## config.mk

```make
export PLATFORM = sky130hd
export DESIGN_NAME = mct_timer
export DESIGN_NICKNAME = d
export VERILOG_FILES = /design/src/mct_pkg.sv /design/src/mct_timer.sv
export SDC_FILE = /design/constraint.sdc
export NUM_CORES = 1
export LEC_CHECK = 0
export BUFFER_PORTS_ARGS = -buffer_cell sky130_fd_sc_hd__buf_2
export CAP_MARGIN = 20
export CORE_UTILIZATION = 30
export DETAILED_ROUTE_END_ITERATION = 7
export GPL_ROUTABILITY_DRIVEN = 0
export PLACE_DENSITY_LB_ADDON = 0.1
export SLEW_MARGIN = 25
export SYNTH_ARGS = -nofsm -noshare
export SYNTH_HDL_FRONTEND = slang
export SYNTH_SLANG_ARGS = --single-unit
```

## constraint.sdc

```tcl
create_clock -name mclk -period 4 [get_ports mclk]
set_input_delay 0.2 -clock mclk [delete_from_list [all_inputs] [get_ports mclk]]
set_output_delay 0.2 -clock mclk [all_outputs]
set_load 0.005 [all_outputs]
```

## src/mct_pkg.sv

```systemverilog
/*
  Shared constants and types of the match and capture timer/counter.
  Assumes a 32-bit Avalon-MM register bus with byte addresses and one clock domain.
*/
`default_nettype none
package mct_pkg;

  localparam int NUM_CH = 4;
  localparam int DATA_W = 32;
  localparam int ADDR_W = 8;

  // Register byte offsets, one aligned word each.
  localparam logic [7:0] OFF_CTRL = 8'h00;
  localparam logic [7:0] OFF_FLAGS = 8'h04;
  localparam logic [7:0] OFF_COUNT = 8'h08;
  localparam logic [7:0] OFF_PRE_LIMIT = 8'h0C;
  localparam logic [7:0] OFF_PRE_COUNT = 8'h10;
  localparam logic [7:0] OFF_MATCH_CTRL = 8'h14;
  localparam logic [7:0] OFF_CAPT_CTRL = 8'h18;
  localparam logic [7:0] OFF_OUT_CTRL = 8'h1C;
  localparam logic [7:0] OFF_MATCH0 = 8'h20;
  localparam logic [7:0] OFF_CAPT0 = 8'h30;
  localparam logic [7:0] OFF_STRIDE = 8'h04;

  // Control word layout.
  localparam int CTRL_RUN = 0;
  localparam int CTRL_HOLD = 1;
  localparam int CTRL_EXT = 2;
  localparam int CTRL_EDGE_RISE = 4;
  localparam int CTRL_EDGE_FALL = 5;

  // Per-channel fields: three bits per match channel and per capture channel.
  localparam int CH_FIELD_W = 3;
  localparam int MC_IRQ = 0;
  localparam int MC_RESET = 1;
  localparam int MC_STOP = 2;
  localparam int CC_RISE = 0;
  localparam int CC_FALL = 1;
  localparam int CC_IRQ = 2;

  // Output control: level bits low, then a two-bit action per channel.
  localparam int OUT_ACT_BASE = 4;
  localparam int OUT_ACT_W = 2;
  localparam logic [1:0] ACT_NONE = 2'h0;
  localparam logic [1:0] ACT_LOW = 2'h1;
  localparam logic [1:0] ACT_HIGH = 2'h2;
  localparam logic [1:0] ACT_TOGGLE = 2'h3;

  // Event flag layout: matches in the low nibble, captures above.
  localparam int FLAG_CAPT_BASE = 4;

  localparam logic [31:0] RST_WORD = 32'h0000_0000;
  localparam logic [31:0] ONE_WORD = 32'h0000_0001;
  localparam logic [7:0] RST_FLAGS = 8'h00;

  typedef struct packed {
    logic edge_fall;
    logic edge_rise;
    logic ext_count;
    logic hold;
    logic run;
  } mct_ctrl_t;

  typedef enum logic [1:0] {
    MCT_BUS_IDLE = 2'b01,
    MCT_BUS_ANSWER = 2'b10
  } mct_bus_state_t;

endpackage
`default_nettype wire

```

## src/mct_timer.sv

```systemverilog
/*
  Match and capture timer/counter with a 32-bit prescaler and an Avalon-MM slave.
  Assumes the count clock and capture pins are asynchronous to mclk and slower than half its rate.
*/
//
// Contract
// - Count system clock ticks or edges of the external count input, as selected.
// - The 32-bit counter advances through a 32-bit programmable prescaler.
// - Four 32-bit match values are compared against the running count.
// - A match may let counting continue, raising a request only when enabled.
// - A match may halt the counter, optionally raising a request.
// - A match may clear the counter to zero, optionally raising a request.
// - Four capture channels load the count when their input transitions.
// - An enabled capture raises a request naming that capture channel.
// - Each match drives its output low, high, toggled or unchanged.
// - Software enables requests for each match and each capture separately.
`default_nettype none
module mct_timer (
  // Clock and reset
  input wire logic mclk,
  input wire logic rst,
  // Avalon-MM slave
  input wire logic [mct_pkg::ADDR_W-1:0] address,
  input wire logic read,
  input wire logic write,
  input wire logic [3:0] byteenable,
  input wire logic [mct_pkg::DATA_W-1:0] writedata,
  output logic [mct_pkg::DATA_W-1:0] readdata,
  output logic waitrequest,
  // Pins
  input wire logic ext_count_in,
  input wire logic [mct_pkg::NUM_CH-1:0] capture_in,
  output logic [mct_pkg::NUM_CH-1:0] match_out,
  // Event requests
  output logic [2*mct_pkg::NUM_CH-1:0] irq_req
);

  // Byte lanes that are not enabled keep their old contents.
  function automatic logic [31:0] merge_be(input logic [31:0] old_v, input logic [31:0] new_v,
                                          input logic [3:0] be);
    logic [31:0] r;
    r = old_v;
    for (int b = 0; b < 4; b++) begin
      if (be[b]) begin
        r[b*8 +: 8] = new_v[b*8 +: 8];
      end
    end
    return r;
  endfunction

  // Edge test on two synchronised samples, shared by the count input and the capture inputs.
  function automatic logic edge_seen(input logic prev, input logic cur, input logic on_rise,
                                     input logic on_fall);
    return (on_rise && !prev && cur) || (on_fall && prev && !cur);
  endfunction

  mct_pkg::mct_bus_state_t bus_state;
  mct_pkg::mct_ctrl_t ctrl;
  logic [31:0] count;
  logic [31:0] pre_limit;
  logic [31:0] pre_count;
  logic [11:0] match_ctrl;
  logic [11:0] capt_ctrl;
  logic [11:0] out_ctrl;
  logic [31:0] match_val [mct_pkg::NUM_CH];
  logic [31:0] capt_val [mct_pkg::NUM_CH];

  logic [2:0] ext_sync;
  logic [2:0] capt_sync [mct_pkg::NUM_CH];

  logic bus_take;
  logic wr_take;
  logic [31:0] next_count;
  logic [31:0] next_pre_count;
  logic tick;
  logic wrap;
  logic [mct_pkg::NUM_CH-1:0] hit;
  logic [mct_pkg::NUM_CH-1:0] capt_hit;
  logic any_reset;
  logic any_stop;
  logic [2*mct_pkg::NUM_CH-1:0] flag_set;
  logic [31:0] rd_mux;

  // The answer comes one cycle after the request so that read data always come from a flop.
  assign bus_take = (read || write) && (bus_state == mct_pkg::MCT_BUS_IDLE);
  assign wr_take = write && (bus_state == mct_pkg::MCT_BUS_ANSWER);

  always_ff @(posedge mclk) begin
    if (rst) begin
      bus_state <= mct_pkg::MCT_BUS_IDLE;
      waitrequest <= 1'b1;
    end else begin
      case (bus_state)
        mct_pkg::MCT_BUS_IDLE: begin
          if (read || write) begin
            bus_state <= mct_pkg::MCT_BUS_ANSWER;
            waitrequest <= 1'b0;
          end
        end
        mct_pkg::MCT_BUS_ANSWER: begin
          bus_state <= mct_pkg::MCT_BUS_IDLE;
          waitrequest <= 1'b1;
        end
        default: begin
          bus_state <= mct_pkg::MCT_BUS_IDLE;
          waitrequest <= 1'b1;
        end
      endcase
    end
  end

  // Pin synchronisers; only the second and third stages are looked at.
  always_ff @(posedge mclk) begin
    if (rst) begin
      ext_sync <= 3'h0;
    end else begin
      ext_sync <= {ext_sync[1:0], ext_count_in};
    end
  end

  // One lane per channel: capture synchroniser, edge test, snapshot and match value.
  genvar gi;
  generate
    for (gi = 0; gi < mct_pkg::NUM_CH; gi++) begin : g_capt
      always_ff @(posedge mclk) begin
        if (rst) begin
          capt_sync[gi] <= 3'h0;
        end else begin
          capt_sync[gi] <= {capt_sync[gi][1:0], capture_in[gi]};
        end
      end

      assign capt_hit[gi] = edge_seen(capt_sync[gi][2], capt_sync[gi][1],
                                      capt_ctrl[gi*mct_pkg::CH_FIELD_W + mct_pkg::CC_RISE],
                                      capt_ctrl[gi*mct_pkg::CH_FIELD_W + mct_pkg::CC_FALL]);

      // Capture registers take no software write; only a capture on this channel loads them.
      always_ff @(posedge mclk) begin
        if (rst) begin
          capt_val[gi] <= mct_pkg::RST_WORD;
        end else if (capt_hit[gi]) begin
          capt_val[gi] <= count;
        end
      end

      always_ff @(posedge mclk) begin
        if (rst) begin
          match_val[gi] <= mct_pkg::RST_WORD;
        end else if (wr_take && address == mct_pkg::OFF_MATCH0 + 8'(gi) * mct_pkg::OFF_STRIDE) begin
          match_val[gi] <= merge_be(match_val[gi], writedata, byteenable);
        end
      end

      // A match compares when the prescaler wraps, so each count value matches once.
      assign hit[gi] = wrap && (count == match_val[gi]);
    end
  endgenerate

  // Tick source and prescaler.
  always_comb begin
    tick = ctrl.run && !ctrl.hold;
    if (ctrl.ext_count) begin
      tick = tick && edge_seen(ext_sync[2], ext_sync[1], ctrl.edge_rise, ctrl.edge_fall);
    end
    wrap = tick && (pre_count >= pre_limit);
  end

  // Match actions are gathered apart from the tick logic so that no process reads its own output.
  always_comb begin
    any_reset = 1'b0;
    any_stop = 1'b0;
    for (int i = 0; i < mct_pkg::NUM_CH; i++) begin
      any_reset = any_reset || (hit[i] && match_ctrl[i*mct_pkg::CH_FIELD_W + mct_pkg::MC_RESET]);
      any_stop = any_stop || (hit[i] && match_ctrl[i*mct_pkg::CH_FIELD_W + mct_pkg::MC_STOP]);
    end
  end

  // Hold keeps both counters at zero until software releases it.
  always_comb begin
    next_pre_count = pre_count;
    if (ctrl.hold) begin
      next_pre_count = mct_pkg::RST_WORD;
    end else if (wrap) begin
      next_pre_count = mct_pkg::RST_WORD;
    end else if (tick) begin
      next_pre_count = pre_count + mct_pkg::ONE_WORD;
    end
  end

  // Reset beats stop; a stopped counter keeps the matched value.
  always_comb begin
    next_count = count;
    if (ctrl.hold) begin
      next_count = mct_pkg::RST_WORD;
    end else if (wr_take && address == mct_pkg::OFF_COUNT) begin
      next_count = merge_be(count, writedata, byteenable);
    end else if (any_reset) begin
      next_count = mct_pkg::RST_WORD;
    end else if (any_stop) begin
      next_count = count;
    end else if (wrap) begin
      next_count = count + mct_pkg::ONE_WORD;
    end
  end

  // Both counters share one register process so that they always move together.
  always_ff @(posedge mclk) begin
    if (rst) begin
      count <= mct_pkg::RST_WORD;
      pre_count <= mct_pkg::RST_WORD;
    end else begin
      count <= next_count;
      pre_count <= next_pre_count;
    end
  end

  // Control registers; a stop on match clears the run bit over a software write.
  always_ff @(posedge mclk) begin
    if (rst) begin
      ctrl <= '0;
    end else begin
      if (wr_take && address == mct_pkg::OFF_CTRL && byteenable[0]) begin
        ctrl.run <= writedata[mct_pkg::CTRL_RUN];
        ctrl.hold <= writedata[mct_pkg::CTRL_HOLD];
        ctrl.ext_count <= writedata[mct_pkg::CTRL_EXT];
        ctrl.edge_rise <= writedata[mct_pkg::CTRL_EDGE_RISE];
        ctrl.edge_fall <= writedata[mct_pkg::CTRL_EDGE_FALL];
      end
      if (any_stop) begin
        ctrl.run <= 1'b0;
      end
    end
  end

  // A smaller limit written mid-count takes effect at once, since the wrap test is a compare.
  always_ff @(posedge mclk) begin
    if (rst) begin
      pre_limit <= mct_pkg::RST_WORD;
    end else if (wr_take && address == mct_pkg::OFF_PRE_LIMIT) begin
      pre_limit <= merge_be(pre_limit, writedata, byteenable);
    end
  end

  always_ff @(posedge mclk) begin
    if (rst) begin
      match_ctrl <= 12'h000;
      capt_ctrl <= 12'h000;
    end else if (wr_take) begin
      // Only the low twelve bits of each per-channel control word are kept; the rest reads as zero.
      if (address == mct_pkg::OFF_MATCH_CTRL) begin
        match_ctrl <= 12'(merge_be({20'h0_0000, match_ctrl}, writedata, byteenable));
      end
      if (address == mct_pkg::OFF_CAPT_CTRL) begin
        capt_ctrl <= 12'(merge_be({20'h0_0000, capt_ctrl}, writedata, byteenable));
      end
    end
  end

  // Output levels: the match action wins over a software write of the level bit.
  always_ff @(posedge mclk) begin
    if (rst) begin
      out_ctrl <= 12'h000;
    end else begin
      if (wr_take && address == mct_pkg::OFF_OUT_CTRL) begin
        out_ctrl <= 12'(merge_be({20'h0_0000, out_ctrl}, writedata, byteenable));
      end
      for (int i = 0; i < mct_pkg::NUM_CH; i++) begin
        if (hit[i]) begin
          case (out_ctrl[mct_pkg::OUT_ACT_BASE + i*mct_pkg::OUT_ACT_W +: mct_pkg::OUT_ACT_W])
            mct_pkg::ACT_LOW: out_ctrl[i] <= 1'b0;
            mct_pkg::ACT_HIGH: out_ctrl[i] <= 1'b1;
            mct_pkg::ACT_TOGGLE: out_ctrl[i] <= !out_ctrl[i];
            default: begin
            end
          endcase
        end
      end
    end
  end

  // The pins lag the level bits by one cycle so that they come straight from a flop.
  always_ff @(posedge mclk) begin
    if (rst) begin
      match_out <= '0;
    end else begin
      match_out <= out_ctrl[mct_pkg::NUM_CH-1:0];
    end
  end

  // Sticky request flags, write one to clear; a new event in the clearing cycle stays set.
  always_comb begin
    flag_set = '0;
    for (int i = 0; i < mct_pkg::NUM_CH; i++) begin
      flag_set[i] = hit[i] && match_ctrl[i*mct_pkg::CH_FIELD_W + mct_pkg::MC_IRQ];
      flag_set[mct_pkg::FLAG_CAPT_BASE + i] = capt_hit[i] &&
                                           capt_ctrl[i*mct_pkg::CH_FIELD_W + mct_pkg::CC_IRQ];
    end
  end

  always_ff @(posedge mclk) begin
    if (rst) begin
      irq_req <= mct_pkg::RST_FLAGS;
    end else if (wr_take && address == mct_pkg::OFF_FLAGS && byteenable[0]) begin
      irq_req <= (irq_req & ~writedata[7:0]) | flag_set;
    end else begin
      irq_req <= irq_req | flag_set;
    end
  end

  // Read data are latched in the waiting cycle and stand while waitrequest is low.
  always_comb begin
    rd_mux = mct_pkg::RST_WORD;
    case (address)
      mct_pkg::OFF_CTRL: rd_mux = {26'h000_0000, ctrl.edge_fall, ctrl.edge_rise, 1'b0,
                                   ctrl.ext_count, ctrl.hold, ctrl.run};
      mct_pkg::OFF_FLAGS: rd_mux = {24'h00_0000, irq_req};
      mct_pkg::OFF_COUNT: rd_mux = count;
      mct_pkg::OFF_PRE_LIMIT: rd_mux = pre_limit;
      mct_pkg::OFF_PRE_COUNT: rd_mux = pre_count;
      mct_pkg::OFF_MATCH_CTRL: rd_mux = {20'h0_0000, match_ctrl};
      mct_pkg::OFF_CAPT_CTRL: rd_mux = {20'h0_0000, capt_ctrl};
      mct_pkg::OFF_OUT_CTRL: rd_mux = {20'h0_0000, out_ctrl};
      default: begin
        for (int i = 0; i < mct_pkg::NUM_CH; i++) begin
          if (address == mct_pkg::OFF_MATCH0 + 8'(i) * mct_pkg::OFF_STRIDE) begin
            rd_mux = match_val[i];
          end
          if (address == mct_pkg::OFF_CAPT0 + 8'(i) * mct_pkg::OFF_STRIDE) begin
            rd_mux = capt_val[i];
          end
        end
      end
    endcase
  end

  always_ff @(posedge mclk) begin
    if (rst) begin
      readdata <= mct_pkg::RST_WORD;
    end else if (bus_take && read) begin
      readdata <= rd_mux;
    end
  end

endmodule
`default_nettype wire

```

==> results.md <==
* Vias after detailed routing at approximately 20000
* Sw Ratio at a little under a quarter
* Max Clk Rate at 256 MHz
* Fin. Hold Viols at 0
* Via density at 5.66
* XOR/XNOR Fraction of Synth Area at 6.70%
* Top Ports at 98
* Status: finished clean
* Clk network pwr share at 48.1%
* Sw power at between 2 and 3 mW
* Maximum number of pins on one net before global-route repair at 89
* Global route overflow at 0
* Slew Limit Fails at 0
* Starting Density at a little under a third
* First-pass GRT wire length at 142 mm
* CTS tree: yes
* Site Rows at slightly above 100
* Antenna Nets Post-Route at 0
* Synth Area in Compound Gates at 13.8%
* Crit. End Element: flop
* FF+latch count, synth at 454
* Avg WL per Cell at around 29 µm
* H-Tree Depth at 2
* Total of warnings raised by yosys at 0
* Fin Clk Skew at between 0.03 and 0.04 ns
* Fraction of layout cells with a size suffix above 1 at around an eighth
* Skew-Pair Late Insertion Delay at 0.63 ns
* Number of max-cap violations at 0
* WL final at 99.6 mm
* Overall Power at between 10 and 15 mW
* Die width at 279 µm
* DRC Markers at 0
* Max clock buf depth at 3
* Post-DP HPWL at 70.7 mm
* Synth unique cells at between 60 and 70
* Slew at the pin closest to its max-slew limit at 0.937 ns
* Number of global-route vias before repair at approximately 19000
* Unrepaired setup endpoints after global routing: false
* Internal Pwr Total at 8.29 mW
* Ys flop type: edfxtp_1
* Tot GR Track Use at 25.3%
* Power per cell area at 406 mW/mm²
* Final setup vio count at 0
* Sink Count at 454
* Synth Area in Adders at 1.85%
* Data arrival time of the worst path at 4.44 ns
* Number of port buffers at 97
* Asr flop ratio synth at 0%
* Sequential cell area fraction in the yosys report at 50.7%
* Main combinational cell family by area after synthesis: simple AND/OR/NAND/NOR gates
* Period minus WS final at 3.91 ns
* Post-Syn Instances at 2331
* Core box area at 0.0758 mm²
* Crit share post-route at 97.8%
* Logic pwr share at approximately 5.0%
* Critical Path RT at 4.53 ns
* WS Path Type: reg2reg
* Critical Path Start Type: flop
* Reg2reg setup slack at 0.09 ns
* Syn nets at 2418
* Initial antenna violation count at 6
* Setup WS post-layout at between 0.08 and 0.09 ns
* Synth Area in Simple Gates at 21.0%
* Die ar. at 0.0777 mm²
* Diode count at 0
* Post-synthesis mux area share at 1.61%
* Worst vdd ir at 0.315 mV
* Final TNS setup at 0 ns
* Number of synthesized flops with an enable pin at 256
* Avg Inst Size Synth at 9.86 µm²
* P_leak at about 10 nW
* Relative slew slack at 35.9%
* Synthesis-to-layout area growth at 16.9%
* DRT Pass-1 Iters at 6
* Root buffer cell: clkbuf_16
* Min-delay worst type: in2reg
* Final net count at 2505
* Crit-path max FO at 8
* CTS Buf Count at 55
* Post-Syn Area at 0.0230 mm²
* Die span in y at 279 µm
* Iter 0 DRT Violations at 1924
* Share of power burned in registers at 46.8%
* Place WS at 0.235 ns
* CTS clk-pin slew, worst paths at 0.06 ns
==> state kept, by name, indices dropped and copies added (netlist names) <==
name	cells
capt_sync	12
irq_req	8
match_val	128
pre_count	32
ctrl	5
count	32
pre_limit	32
capt_ctrl	12
ext_sync	3
capt_val	128
out_ctrl	12
match_out	4
readdata	32
match_ctrl	12
bus_state	2
==> synth_stat cells, types with 37 or more instances <==
cell type	count	area share (%)
nand2_1	274	4.5
edfxtp_1	256	33
dfxtp_1	198	17
clkbuf_1	149	2.4
and3_1	141	3.8
and2_1	140	3.8
a21oi_1	139	3.0
xnor2_1	139	5.3
nor2_1	127	2.1
a22oi_1	93	3.0
nand3_1	82	1.8
nand4_1	59	1.6
inv_1	43	0.70
mux2i_1	37	1.6
o21ai_0	37	0.81
==> path summary, 6_finish.rpt <==
check	end	depth (start not counted)	from
worst max register to register	count[28]	8	match_val[1][28]
worst min-delay path	pre_limit[20]	3	writedata[20]
worst min register to register	capt_sync[0][1]	1	capt_sync[0][0]
worst max-delay path	count[28]	8	match_val[1][28]
==> timing repair <==
action,CTS,global route
setup buffers,0,0
hold buffers,28,0
gates resized for setup,0,1
hold endpoints to repair,59,0
setup endpoints to repair,0,4
==> placed cells by master, fill, tap and decap left out, types with 93 or more instances in the layout <==
| cell type | Yosys | routed |
|---|---|---|
| nor2_1 | 127 | 119 |
| and2_1 | 140 | 142 |
| a22oi_1 | 93 | 93 |
| nand2_1 | 274 | 273 |
| edfxtp_1 | 256 | 256 |
| and3_1 | 141 | 141 |
| buf_4 | 3 | 97 |
| xnor2_1 | 139 | 138 |
| buf_2 | 29 | 96 |
| dfxtp_1 | 198 | 198 |
| a21oi_1 | 139 | 139 |
==> logic make-up after synthesis <==
logic type / Yosys count
buf+inv: 236
simple gates: 938
xor+xnor: 174
flops: 454
fa+ha+maj: 34
mux: 37
compound gates: 458
==> power by group through the flow <==
stage / clock network, mW / registers (mW) / logic [mW]
floorplan: 0 / 5.17 / 0.222
global placement: 0 / 5.20 / 0.522
detailed placement: 0 / 5.20 / 0.520
CTS: 5.34 / 5.10 / 0.543
global route: 5.50 / 5.11 / 0.571
finish: 5.25 / 5.10 / 0.550
==> routing by layer <==
layer	vias to the layer above	GRT usage [%]	routed length, µm	share of wire, %
met1	9935	35.9	45200	45
met3	144	3.28	6200	6.2
met5	-	0	0	0
li1	8641	-	-	-
met2	776	39.4	44800	45
met4	0	8.40	3330	3.3
==> critical path, cell delays in order (launching register included) <==
cell and delay [ns]:
edfxtp_1 0.45, xnor2_1 0.58, nand4_1 0.21, nor4_2 0.87, nand3_1 0.20, and4_1 0.34
a211oi_4 0.46, or2_1 0.46, mux2i_1 0.23
==> area by class of cell <==
cell class / instances / area, µm²
Clock inverter: 17 / 228
Fill cell: 7680 / 49000
Timing Repair Buffer: 223 / 1530
Multi-Input combinational cell: 1641 / 10400
Clock buffer: 86 / 1630
Inverter: 43 / 164
Sequential cell: 454 / 11700
Tap cell: 978 / 1220
==> stage by stage <==
step                instance area [µm²]  hold slack [ns]  instances  utilization (%)
floorplan                         23000            0.328       2331                -
global placement                  24700            0.424       3311             32.6
detailed placement                24700            0.425       3311             32.6
CTS                               26800        0.0000407       3442             35.4
global route                      26900           0.0345       3442             35.4
finish                            26900           0.0402       3442             35.4
No activity file was read; power rests on OpenSTA's default activity.
